### src/line_status_pkg.sv
// shared constants for the per-channel line status register bank
package line_status_pkg;
  // ****************************************************************
  // register map
  // ****************************************************************
  localparam int unsigned     num_channels      = 4;
  localparam logic [11:0]     status_offset_ch0 = 12'h104;
  localparam logic [11:0]     channel_stride    = 12'h080;
  localparam logic [31:0]     status_reset      = 32'h0000_0000;
  // ****************************************************************
  // field positions
  // ****************************************************************
  localparam int unsigned     cts_bit           = 24;
  localparam int unsigned     cd_bit            = 21;
  localparam int unsigned     dpll_bit          = 19;
  localparam int unsigned     dsr_bit           = 0;
  localparam int unsigned     dsr_channel       = 3;
  // ****************************************************************
  // line code selection
  // ****************************************************************
  localparam logic [2:0]      code_fm0          = 3'h4;
  localparam logic [2:0]      code_fm1          = 3'h5;
  localparam logic [2:0]      code_manchester   = 3'h6;
endpackage : line_status_pkg

### src/serial_channel_status.sv
// read-only line status words for four serial channels
`timescale 1ns/1ps
module serial_channel_status
  import line_status_pkg::*;
#(
  // the address map and the set-ready channel assume the default count
  parameter int unsigned channels = num_channels
) (
  input  wire logic                 clock,
  input  wire logic                 rst,
  input  wire logic [11:0]          read_addr,
  input  wire logic                 read_strobe,
  output logic      [31:0]          read_data,
  output logic                      read_hit,
  input  wire logic [channels-1:0]  cts_n,
  input  wire logic [channels-1:0]  carrier_detect,
  input  wire logic                 last_channel_set_ready,
  input  wire logic [channels-1:0]  tx_clock_enable,
  input  wire logic [channels-1:0]  rx_clock_enable,
  input  wire logic [channels-1:0]  dpll_locked,
  input  wire logic [channels-1:0]  rx_clock_from_dpll,
  input  wire logic [channels-1:0]  tx_clock_from_dpll,
  input  wire logic [3*channels-1:0] line_code_select,
  input  wire logic [channels-1:0]  cts_change_enable,
  input  wire logic [channels-1:0]  cd_change_enable,
  output logic      [channels-1:0]  cts_change_event,
  output logic      [channels-1:0]  cd_change_event,
  output logic      [channels-1:0]  rx_accept_enable,
  output logic      [channels-1:0]  tx_halt,
  output logic      [channels-1:0]  dpll_resync_start
);

  // ****************************************************************
  // decoding helpers
  // ****************************************************************
  function automatic logic code_uses_dpll(input logic [2:0] code);
    code_uses_dpll = (code == code_fm0) || (code == code_fm1) ||
                     (code == code_manchester);
  endfunction : code_uses_dpll

  // channel words sit one stride apart, starting at the first channel's word
  function automatic logic [11:0] channel_addr(input int unsigned ch);
    channel_addr = status_offset_ch0 + 12'(ch) * channel_stride;
  endfunction : channel_addr

  // ****************************************************************
  // synchronizers (all on the one clock)
  // ****************************************************************
  logic [channels-1:0] cts_meta;
  logic [channels-1:0] cts_sync;
  logic [channels-1:0] cd_meta;
  logic [channels-1:0] cd_sync;
  logic                dsr_meta;
  logic                dsr_sync;
  logic [channels-1:0] next_cts_meta;
  logic [channels-1:0] next_cts_sync;
  logic [channels-1:0] next_cd_meta;
  logic [channels-1:0] next_cd_sync;
  logic                next_dsr_meta;
  logic                next_dsr_sync;

  // the cts, cd and dsr bits show synchronized levels only, so a read never
  // catches a pin halfway through a transition
  always_comb begin
    // two stages, first stage read only by the second
    next_cts_meta = ~cts_n;
    next_cts_sync = cts_meta;
    next_cd_meta  = carrier_detect;
    next_cd_sync  = cd_meta;
    next_dsr_meta = last_channel_set_ready;
    next_dsr_sync = dsr_meta;
  end

  always_ff @(posedge clock) begin
    if (rst) begin
      cts_meta <= '0;
      cts_sync <= '0;
      cd_meta  <= '0;
      cd_sync  <= '0;
      dsr_meta <= 1'b0;
      dsr_sync <= 1'b0;
    end else begin
      cts_meta <= next_cts_meta;
      cts_sync <= next_cts_sync;
      cd_meta  <= next_cd_meta;
      cd_sync  <= next_cd_sync;
      dsr_meta <= next_dsr_meta;
      dsr_sync <= next_dsr_sync;
    end
  end

  // ****************************************************************
  // per-channel sampled state
  // ****************************************************************
  logic [channels-1:0] cts_state;
  logic [channels-1:0] cd_state;
  logic [channels-1:0] dpll_unlocked_flag;
  logic [channels-1:0] dpll_valid;
  logic [channels-1:0] next_cts_state;
  logic [channels-1:0] next_cd_state;
  logic [channels-1:0] next_dpll_unlocked_flag;
  logic [channels-1:0] next_cts_change_event;
  logic [channels-1:0] next_cd_change_event;
  logic [channels-1:0] next_dpll_resync_start;

  // one copy of the sampling logic per channel; channels share nothing
  genvar g;
  generate
    for (g = 0; g < channels; g++) begin : g_chan
      // dpll recovery and code qualify
      // outside the qualifying codes the flag is forced low, so a stale
      // unlock left over from another mode never gates the receiver
      assign dpll_valid[g] = rx_clock_from_dpll[g] &
                             code_uses_dpll(line_code_select[3*g +: 3]);
      always_comb begin
        // a stopped line clock freezes the last sampled level; software
        // must not take it for the live pin state
        // hold value when no transmit clock runs
        next_cts_state[g] = tx_clock_enable[g] ? cts_sync[g] : cts_state[g];
        // hold value when no receive clock runs
        next_cd_state[g]  = rx_clock_enable[g] ? cd_sync[g] : cd_state[g];
        // trade-off: events are bare pulses with no sticky status here,
        // so whoever raises the interrupt must latch them
        // one-cycle pulse per sampled level change
        next_cts_change_event[g] = cts_change_enable[g] &
                                   (next_cts_state[g] != cts_state[g]);
        next_cd_change_event[g]  = cd_change_enable[g] &
                                   (next_cd_state[g] != cd_state[g]);
        next_dpll_unlocked_flag[g] = dpll_valid[g] & ~dpll_locked[g];
        // kick resync on the rising edge of the unlocked flag
        next_dpll_resync_start[g] = next_dpll_unlocked_flag[g] &
                                    ~dpll_unlocked_flag[g];
      end
      assign rx_accept_enable[g] = ~dpll_unlocked_flag[g];
      // transmitter halted when its clock comes from the dpll
      assign tx_halt[g] = dpll_unlocked_flag[g] & tx_clock_from_dpll[g];
    end
  endgenerate

  always_ff @(posedge clock) begin
    if (rst) begin
      cts_state          <= '0;
      cd_state           <= '0;
      dpll_unlocked_flag <= '0;
      cts_change_event   <= '0;
      cd_change_event    <= '0;
      dpll_resync_start  <= '0;
    end else begin
      cts_state          <= next_cts_state;
      cd_state           <= next_cd_state;
      dpll_unlocked_flag <= next_dpll_unlocked_flag;
      cts_change_event   <= next_cts_change_event;
      cd_change_event    <= next_cd_change_event;
      dpll_resync_start  <= next_dpll_resync_start;
    end
  end

  // ****************************************************************
  // register read port
  // ****************************************************************
  logic [31:0] next_read_data;
  logic        next_read_hit;
  logic [31:0] channel_line_status;

  always_comb begin
    next_read_data = status_reset;
    next_read_hit  = 1'b0;
    channel_line_status = status_reset;
    for (int unsigned ch = 0; ch < channels; ch++) begin
      channel_line_status = status_reset;
      // active low input reported as one
      channel_line_status[cts_bit]  = cts_state[ch];
      channel_line_status[cd_bit]   = cd_state[ch];
      // lock loss shown in the word
      channel_line_status[dpll_bit] = dpll_unlocked_flag[ch];
      // limitation: the data-set-ready pin is not gated by any line clock
      // data-set-ready only in the last channel
      if (ch == dsr_channel) begin
        channel_line_status[dsr_bit] = dsr_sync;
      end
      if (read_strobe && (read_addr == channel_addr(ch))) begin
        next_read_data = channel_line_status;
        next_read_hit  = 1'b1;
      end
    end
  end

  // the answer stands for one cycle only; the host takes read_data
  // in the cycle in which read_hit is high
  always_ff @(posedge clock) begin
    if (rst) begin
      read_data <= status_reset;
      read_hit  <= 1'b0;
    end else begin
      read_data <= next_read_data;
      read_hit  <= next_read_hit;
    end
  end

endmodule : serial_channel_status

### config.mk
export PLATFORM = sky130hd
export DESIGN_NAME = serial_channel_status
export DESIGN_NICKNAME = d
export VERILOG_FILES = /design/src/line_status_pkg.sv /design/src/serial_channel_status.sv
export SDC_FILE = /design/constraint.sdc
export NUM_CORES = 1
export LEC_CHECK = 0
export BUFFER_PORTS_ARGS = -buffer_cell sky130_fd_sc_hd__buf_2
export CAP_MARGIN = 0
export CORE_ASPECT_RATIO = 1.2
export CORE_MARGIN = 2
export CORE_UTILIZATION = 24
export CTS_CLUSTER_DIAMETER = 80
export DETAILED_ROUTE_END_ITERATION = 10
export MAX_ROUTING_LAYER = met4
export PLACE_DENSITY = 0.47
export RECOVER_POWER = 25
export SETUP_SLACK_MARGIN = 0.05
export SYNTH_ARGS = -nofsm -noshare
export SYNTH_HDL_FRONTEND = slang
export SYNTH_SLANG_ARGS = --single-unit
### constraint.sdc
create_clock -name clock -period 1.2 [get_ports clock]
set_input_delay 0.24 -clock clock [delete_from_list [all_inputs] [get_ports clock]]
set_output_delay 0.24 -clock clock [all_outputs]
set_load 0.01 [all_outputs]
==> impl_metrics.json, run 1 <==
{
  "seq_area_frac_synth": 0.492,
  "synth_top_cell_by_area": "dfxtp_1",
  "syn_area_um2": 1910,
  "min_from": "cts_n[0]",
  "synth_top_area_frac": 0.492,
  "postSynthCellCount": 192,
  "cts_buffers": 5,
  "clk_path_buf_depth": 2,
  "crit_path_top_delay_cell": "dfxtp_2",
  "via_count": 1526,
  "globalRouteOverflowTotal": 0,
  "fin_crit_sh": 0.939,
  "postRouteAntennaNets": 0,
  "crit_required_ns": 0.96,
  "slew_headroom": 0.617,
  "finalClockSkew_ns": 0.00390,
  "drt-vias-per-instance": 4.01,
  "cts_hold_buf": 0,
  "yosysWarnings": 0,
  "drc": 0,
  "nNetsFinal": 352,
  "worstPathArrival_ns": 0.89,
  "critPathMaxStageDelay_ns": 0.34,
  "drt-initial-drc-count": 30,
  "final_common_cell": "buf_2",
  "h-tree-depth": 2,
  "cts_root_buf": "clkbuf_8",
  "final_cell_mix": "buf_2 (87), dfxtp_1 (43), conb_1 (28), nor2_1 (21), nand2_1 (15)",
  "cp-end-kind": "output pin",
  "core-area_um2": 7710,
  "cts_tree": "done",
  "finalInstanceArea_um2": 2440,
  "hold_path_class": "input pin to register",
  "die_h_um": 102,
  "syn2layout_area_growth_pct": 27.6,
  "start_kind": "register",
  "firstDrtPassIters": 4,
  "path_class": "register to output pin",
  "ys_top_cells_by_area": "dfxtp_1 (49%), buf_4 (11%), nor2b_1 (4.6%)",
  "final_layout_size_suffix_gt1_frac": 0.388,
  "clk_latency_ns": 0.30,
  "post_dp_cell_area_um2": 2370,
  "antenna_cells": 0,
  "ff_latch_area_um2": 946,
  "r2r_start": "cts_state[0]",
  "pre_cts_slack_ns": -0.0462,
  "dieArea_um2": 8700,
  "cap_viol_max_count": 0,
  "irDropWorstVdd_v": 0.000453,
  "post_drt_wl_per_cell_um": 10.7,
  "io_buffer_count": 88,
  "setup_ws_ns": 0.0737,
  "antenna_found_initial": 0,
  "maxSlewViolCount": 0,
  "first_global_vias": 1401,
  "cts_sinks": 47,
  "final_hold_viol_count": 0,
  "fmax_mhz": 888,
  "fin_crit_ns": 1.13,
  "num_rows": 35,
  "ys_seq_elements": 47,
  "die_w_um": 85.5,
  "power_mw": 2.85,
  "power_density_nw_per_um2": 1170,
  "cp_cell_sequence": "and2_1 > buf_2",
  "worst_pin_slew_ns": 0.560,
  "crit_start": "dpll_unlocked_flag[1]",
  "final_util": 0.317,
  "post-dp-hpwl_mm": 3.31,
  "grt_max_degree": 23,
  "place_congestion": 0.667,
  "status": "finished, final reports clean",
  "grt_usage": 0.0954,
  "grt_first_pass_wirelength_mm": 6.31,
  "path_clk_slew_ns": 0.09,
  "p_leak_nw": 1.16,
  "start_util": 0.248,
  "boundaryPins": 117,
  "final.fill_count": 859,
  "multiInputGateArea_um2": 800,
  "setup_viol": 0,
  "yosysUniqueCellTypes": 29,
  "syn_area_per_cell_um2": 9.96,
  "rsz0062_at_grt": "yes",
  "worstPathMaxFanout": 3,
  "routed_wl_mm": 4.09
}
-- power by group --
part | leakage (nW) | total, mW | switching, mW | internal (mW)
logic | 0.732 | 0.292 | 0.150 | 0.142
registers | 0.386 | 1.62 | 0.0204 | 1.60
clock network | 0.0412 | 0.932 | 0.524 | 0.408
total | 1.16 | 2.85 | 0.695 | 2.15
-- final cells by class --
type                            count  share of cell area
Timing Repair Buffer               94               0.196
Tap cell                           92              0.0472
Sequential cell                    47               0.388
Multi-Input combinational cell    136               0.328
Clock inverter                      2             0.00513
Inverter                            4             0.00615
Clock buffer                        6              0.0297
-- state kept, by name, summed over array words and instances (netlist names) --
| signal | count |
|---|---|
| cd_change_event | 4 |
| dsr_meta | 1 |
| cd_state | 4 |
| cd_meta | 4 |
| cts_sync | 4 |
| cts_change_event | 4 |
| dpll_resync_start | 4 |
| cts_meta | 4 |
| cts_state | 4 |
| dpll_unlocked_flag | 4 |
| read_hit | 1 |
| dsr_sync | 1 |
| read_data | 4 |
| cd_sync | 4 |
-- Yosys cell counts, drive strengths merged --
master and number:
and2b 1, nor2 21, nor2b 14, nor3b 3, nand2b 2, nand4bb 1, and3 1, a2111oi 4
nand2 15, buf 31, clkbuf 1, and4b 1, a211oi 3, inv 4, and2 8, dfxtp 47
xnor2 8, mux2i 8, a21oi 1, conb 1, nor3 11, and3b 2, o211ai 3, nand4b 1
-- stage by stage --
step                instances  hold WS (ns)  setup TNS (ns)
floorplan                 219         0.307               0
global placement          372         0.396          -0.113
detailed placement        372         0.400          -0.131
CTS                       380        0.0722               0
global route              381        0.0763               0
finish                    381        0.0872               0
-- worst max-delay path, delay by kind of cell, from the launching register on --
kind	cells	cell delay, ns
flops	1	0.34
buf+inv	1	0.13
simple gates	1	0.13
-- worst paths after layout --
path,cells after the start,to,slack (ns)
worst min register to register,1,cd_sync[3],0.44
worst max-delay path,2,tx_halt[1],0.07
worst min-delay path,2,cts_meta[0],0.09
worst max register to register,3,read_data[24],0.19
-- metal layers --
| layer | GRT usage | share of wire |
|---|---|---|
| met4 | 0.0330 | 0.016 |
| met3 | 0.0293 | 0.097 |
| met1 | 0.106 | 0.40 |
| met2 | 0.162 | 0.49 |
| met5 | - | 0 |
-- logic make-up (layout without fill, tap and decap cells) --
kind of cell	count (synthesis)	after routing	synth area share
DFF	47	47	0.492
muxes	8	8	0.0419
buffers and inverters	36	106	0.131
AOI/OAI and AO/OA	11	11	0.0654
other	1	28	0.00196
and+or+nand+nor	81	81	0.231
xor gates and xnor gates	8	8	0.0367
-- repair_timing --
action | 4_1_cts | 5_1_grt
buffers inserted | 0 | 1
endpoints found under the setup margin | 3 | 5
gates resized for setup | 3 | 3
pin swaps | 0 | 0
cloned | 0 | 0
hold endpoints to repair | 0 | 0
Note: power is estimated with default switching activity, not from simulation.
==> run 2: changes to the inputs <==
==> constraint.sdc (replaced) <==
create_clock -name clock -period 1.45 [get_ports clock]
set_input_delay 0.29 -clock clock [delete_from_list [all_inputs] [get_ports clock]]
set_output_delay 0.29 -clock clock [all_outputs]
set_load 0.01 [all_outputs]
==> impl_metrics.json, run 2 (synthesis gave the netlist of run 1 again) <==
{
  "status": "finished, final reports clean",
  "grt_first_pass_wirelength_mm": 6.50,
  "postRouteAntennaNets": 0,
  "clk_path_buf_depth": 2,
  "wl_met3_um": 362,
  "post_cts_buffers": 0,
  "drc": 0,
  "num_rows": 35,
  "final_hold_viol_count": 0,
  "antenna_found_initial": 0,
  "maxSlewViolCount": 0,
  "clk_latency_ns": 0.29,
  "drt-initial-drc-count": 18,
  "first_global_vias": 1455,
  "irDropWorstVdd_v": 0.000303,
  "drt-vias-per-instance": 3.96,
  "power_density_nw_per_um2": 962,
  "final_layout_size_suffix_gt1_frac": 0.373,
  "cts_sinks": 47,
  "antenna_cells": 0,
  "dieArea_um2": 8700,
  "syn2layout_area_growth_pct": 28.3,
  "final.fill_count": 845,
  "die_w_um": 85.5,
  "nNetsFinal": 350,
  "crit_required_ns": 1.16,
  "wl_met1_mm": 1.66,
  "post-dp-hpwl_mm": 3.22,
  "post_drt_wl_per_cell_um": 10.6,
  "final_common_cell": "buf_2",
  "start_util": 0.248,
  "wl_met2_mm": 1.94,
  "cts_buffers": 5,
  "final_cell_mix": "buf_2 (87), dfxtp_1 (47), conb_1 (28), nor2_1 (21), nand2_1 (15)",
  "worst_pin_slew_ns": 0.850,
  "slew_headroom": 0.433,
  "fin_crit_sh": 0.823,
  "worstPathMaxFanout": 3,
  "p_leak_nw": 1.15,
  "fin_crit_ns": 1.19,
  "pre_cts_slack_ns": 0.144,
  "globalRouteOverflowTotal": 0,
  "finalClockSkew_ns": 0.00374,
  "path_clk_slew_ns": 0.08,
  "cts_root_buf": "clkbuf_8",
  "via_count": 1501,
  "place_congestion": 0.673,
  "finalInstanceArea_um2": 2450,
  "core-area_um2": 7710,
  "cts_hold_buf": 0,
  "routed_wl_mm": 4.01,
  "setup_ws_ns": 0.257,
  "firstDrtPassIters": 2,
  "worstPathArrival_ns": 0.90,
  "highest_layer": "met4",
  "start_kind": "register",
  "setup_viol": 0,
  "grt_max_degree": 23,
  "tns_ns": 0,
  "h-tree-depth": 2,
  "fmax_mhz": 838,
  "hold_path_class": "input pin to register",
  "die_h_um": 102,
  "post_dp_cell_area_um2": 2380,
  "grt_usage": 0.0987,
  "boundaryPins": 117,
  "io_buffer_count": 88,
  "rsz0062_at_grt": "no",
  "cts_tree": "done",
  "cts_resized": 0,
  "cp-end-kind": "output pin",
  "cap_viol_max_count": 0,
  "path_class": "register to output pin"
}
[run 2: cell types whose count changed in the layout (fill, tap and decap cells not counted), sizes merged]
cell	before	now
clkbuf	9	7
[run 2: cell type report]
| class | instances | area (µm²) | share of cell area |
|---|---|---|---|
| sequential | 47 | 941 | 0.383 |
| multi-input combinational | 136 | 816 | 0.332 |
| timing repair buffer | 92 | 482 | 0.196 |
| tap | 92 | 115 | 0.0469 |
| clock buffer | 6 | 72.6 | 0.0296 |
| inverter | 4 | 15.0 | 0.00612 |
| clock inverter | 2 | 12.5 | 0.00510 |
[run 2: metrics by stage]
| stage | util | std cells | hold WS (ns) | power [mW] |
|---|---|---|---|---|
| 2_1_floorplan | - | 219 | 0.357 | 1.55 |
| 3_3_place_gp | 0.308 | 371 | 0.418 | 1.63 |
| 3_5_place_dp | 0.308 | 371 | 0.425 | 1.63 |
| 4_1_cts | 0.319 | 379 | 0.122 | 2.42 |
| 5_1_grt | 0.318 | 379 | 0.124 | 2.50 |
| 6_report | 0.318 | 379 | 0.139 | 2.36 |
[run 2: final timing paths]
check / startpoint / end / slack [ns] / depth (start not counted)
max: dpll_unlocked_flag[2] / tx_halt[2] / 0.26 / 2
min: cts_n[3] / cts_meta[3] / 0.14 / 2
max reg2reg: cts_state[0] / read_data[24] / 0.45 / 3
min reg2reg: cd_meta[3] / cd_sync[3] / 0.44 / 1
[run 2: per-layer routing]
metal / track usage / up-vias
li1: - / 760
met5: - / -
met2: 0.173 / 73
met3: 0.0269 / 4
met1: 0.108 / 664
met4: 0.0330 / 0
[run 2: worst max-delay path, stage by stage (launching register included)]
cell     delay, ns
dfxtp_1       0.37
and2_1        0.13
buf_2         0.12
[run 2: power by group]
part / switching [mW] / total, mW / internal [mW]
Clock: 0.429 / 0.766 / 0.337
Combinational: 0.130 / 0.251 / 0.122
Sequential: 0.0170 / 1.34 / 1.33
Total: 0.575 / 2.36 / 1.79
==> run 3: changes to the inputs <==
--- a/config.mk
+++ b/config.mk
@@ -5,6 +5,7 @@
 export SDC_FILE = /design/constraint.sdc
 export NUM_CORES = 1
 export LEC_CHECK = 0
+export ABC_AREA = 1
 export BUFFER_PORTS_ARGS = -buffer_cell sky130_fd_sc_hd__buf_2
 export CAP_MARGIN = 0
 export CORE_ASPECT_RATIO = 1.2
@@ -13,7 +14,7 @@
 export CTS_CLUSTER_DIAMETER = 80
 export DETAILED_ROUTE_END_ITERATION = 10
 export MAX_ROUTING_LAYER = met4
-export PLACE_DENSITY = 0.47
+export PLACE_DENSITY = 0.46
 export RECOVER_POWER = 25
 export SETUP_SLACK_MARGIN = 0.05
 export SYNTH_ARGS = -nofsm -noshare
==> constraint.sdc (replaced) <==
create_clock -name clock -period 1.1 [get_ports clock]
set_input_delay 0.22 -clock clock [delete_from_list [all_inputs] [get_ports clock]]
set_output_delay 0.22 -clock clock [all_outputs]
set_load 0.01 [all_outputs]
==> impl_metrics.json, run 3 <==
{
  "status": "finished, final reports clean",
  "tns_ns": 0,
  "place_congestion": 0.806,
  "r2r-end": "cts_change_event[0]",
  "hold_path_class": "input pin to register",
  "r2r_slack_ns": 0.21,
  "drt-vias-per-instance": 3.80,
  "cts_root_buf": "clkbuf_8",
  "worstPathArrival_ns": 0.86,
  "netSwitchingPower_mw": 0.825,
  "antenna_found_initial": 0,
  "grt_max_degree": 20,
  "nNetsFinal": 427,
  "grt_first_pass_wirelength_mm": 7.09,
  "dieArea_um2": 9340,
  "firstDrtPassIters": 4,
  "synthArstFlopShare": 0,
  "yosysMostFrequentCell": "dfxtp_1",
  "path_class": "register to output pin",
  "comb_power_share": 0.114,
  "cts_hold_buf": 0,
  "synth_top_cell_by_area": "dfxtp_1",
  "final_layout_size_suffix_gt1_frac": 0.354,
  "worstSetupEndpoint": "tx_halt[3]",
  "fin_crit_sh": 0.985,
  "via_count": 1828,
  "routed_wl_mm": 4.47,
  "setup_ws_ns": 0.0170,
  "drc": 0,
  "final_hold_viol_count": 0,
  "power_density_nw_per_um2": 1200,
  "rsz0062_at_grt": "yes",
  "synth_edf_count": 0,
  "p_sw_frac": 0.254,
  "post_drt_wl_per_cell_um": 9.30,
  "yosysWarnings": 0,
  "clk_latency_ns": 0.30,
  "path_clk_slew_ns": 0.09,
  "crit_required_ns": 0.88,
  "core-area_um2": 8470,
  "die_w_um": 88.5,
  "maxSlewViolCount": 0,
  "cellInternalPower_mw": 2.43,
  "r2r_cells": 4,
  "globalRouteOverflowTotal": 0,
  "seq_area_frac_synth": 0.457,
  "final.fill_count": 943,
  "wl_met3_um": 258,
  "highest_layer": "met4",
  "postRouteAntennaNets": 0,
  "start_kind": "register",
  "irDropWorstVdd_v": 0.000429,
  "io_buffer_count": 88,
  "fin_crit_ns": 1.08,
  "syn2layout_area_growth_pct": 31.6,
  "grt_usage": 0.0989,
  "power_frac_clock": 0.339,
  "start_util": 0.243,
  "post-dp-hpwl_mm": 3.67,
  "synth_top_area_frac": 0.457,
  "syn_area_um2": 2060,
  "antenna_cells": 0,
  "pre_cts_slack_ns": -0.0477,
  "finalClockSkew_ns": 0.0113,
  "wl_met1_mm": 1.85,
  "worstPathMaxFanout": 3,
  "postSynthCellCount": 266,
  "cts_tree": "done",
  "r2r_start": "cts_state[0]",
  "cp-end-kind": "output pin",
  "ff_latch_area_um2": 951,
  "fmax_mhz": 923,
  "clk_path_buf_depth": 2,
  "setup_viol": 0,
  "wl_met2_mm": 2.28,
  "crit_start": "dpll_unlocked_flag[3]",
  "cts_buffers": 5,
  "first_global_vias": 1653,
  "ys_top_cells_by_area": "dfxtp_1 (46%), buf_4 (10%), nor2_1 (8.2%)",
  "yosysUniqueCellTypes": 26,
  "cts_sinks": 47,
  "seq_power_share": 0.547,
  "die_h_um": 105,
  "ys_seq_elements": 47,
  "boundaryPins": 117,
  "drt-initial-drc-count": 38,
  "cap_viol_max_count": 0,
  "p_leak_nw": 1.40,
  "synth_common_cells": "dfxtp_1 (47), nor2_1 (45), inv_1 (41)",
  "num_rows": 37,
  "ys.flop_type": "dfxtp_1",
  "syn_area_per_cell_um2": 7.74,
  "final_cell_mix": "buf_2 (82), nor2_1 (45), dfxtp_1 (43), inv_1 (36), nand2_1 (29)",
  "final_common_cell": "buf_2",
  "multiInputGateArea_um2": 817,
  "h-tree-depth": 2
}
==> run 3: cell types whose count changed in the layout (fill, tap and decap cells not counted), moves of 7 or more <==
cell      change
a21boi_0      +7
a21oi_1      +11
and2_1        -8
inv_1        +32
inv_2         +8
mux2i_1       -8
nand2_1      +14
nand3_1       +9
nor2_1       +24
nor2b_1      -14
xnor2_1       -8
==> run 3: per-layer routing <==
metal,global-route usage,vias to the layer above
met5,-,-
met1,0.111,800
li1,-,953
met4,0.0433,0
met3,0.0149,6
met2,0.171,69
==> run 3: per-stage QoR <==
step           instance area, µm²  utilization  power (mW)  hold slack [ns]  instances
2_1_floorplan                2160            -        2.08            0.287        293
3_3_place_gp                 2530        0.299        2.18            0.377        469
3_5_place_dp                 2530        0.299        2.19            0.379        469
4_1_cts                      2680        0.316        3.32           0.0576        481
5_1_grt                      2710        0.320        3.44           0.0522        481
6_report                     2710        0.320        3.25           0.0649        481
==> run 3: logic make-up (layout without fill, tap and decap cells) <==
logic type / Yosys count / in the layout / synth area share
AO/OA/AOI/OAI: 31 / 31 / 0.0906
buffers and inverters: 78 / 149 / 0.199
flip-flops: 47 / 47 / 0.457
other: 1 / 28 / 0.00182
AND/OR/NAND/NOR: 109 / 109 / 0.251
==> run 3: cell type report <==
class                   instances  share of cell area
clock buffers                   6              0.0305
well taps                     117              0.0541
inverters                      45              0.0624
flip-flops and latches         47               0.351
multi-input cells             168               0.302
repair buffers                 96               0.194
clock inverters                 2             0.00601
==> run 3: worst max-delay path: stages (launching register included) <==
cell and delay, ns:
dfxtp_4 0.36, nand2_2 0.07, inv_2 0.03, buf_6 0.11
==> run 3: what timing repair did <==
item,CTS,global route
pin swaps,0,1
gates cloned,0,0
resized for setup,8,11
setup endpoints to repair,8,9
setup buffers,4,0
==> run 3: how the worst min path moves through the flow <==
stage | start | endpoint | slack, ns | cells after the start
2_1_floorplan | cts_n[3] | cts_meta[3] | 0.29 | 1
3_3_place_gp | cts_n[3] | cts_meta[3] | 0.38 | 2
3_5_place_dp | cts_n[1] | cts_meta[1] | 0.38 | 2
4_1_cts | cts_n[3] | cts_meta[3] | 0.06 | 2
5_1_grt | cts_n[3] | cts_meta[3] | 0.05 | 2
6_report | cts_n[3] | cts_meta[3] | 0.06 | 2
==> run 3: power groups by stage <==
stage               logic (mW)  clock network [mW]  registers (mW)
floorplan                0.261                   0            1.82
global route             0.423                1.23            1.79
CTS                      0.373                1.16            1.78
finish                   0.371                1.10            1.78
detailed placement       0.365                   0            1.82
global placement         0.358                   0            1.82
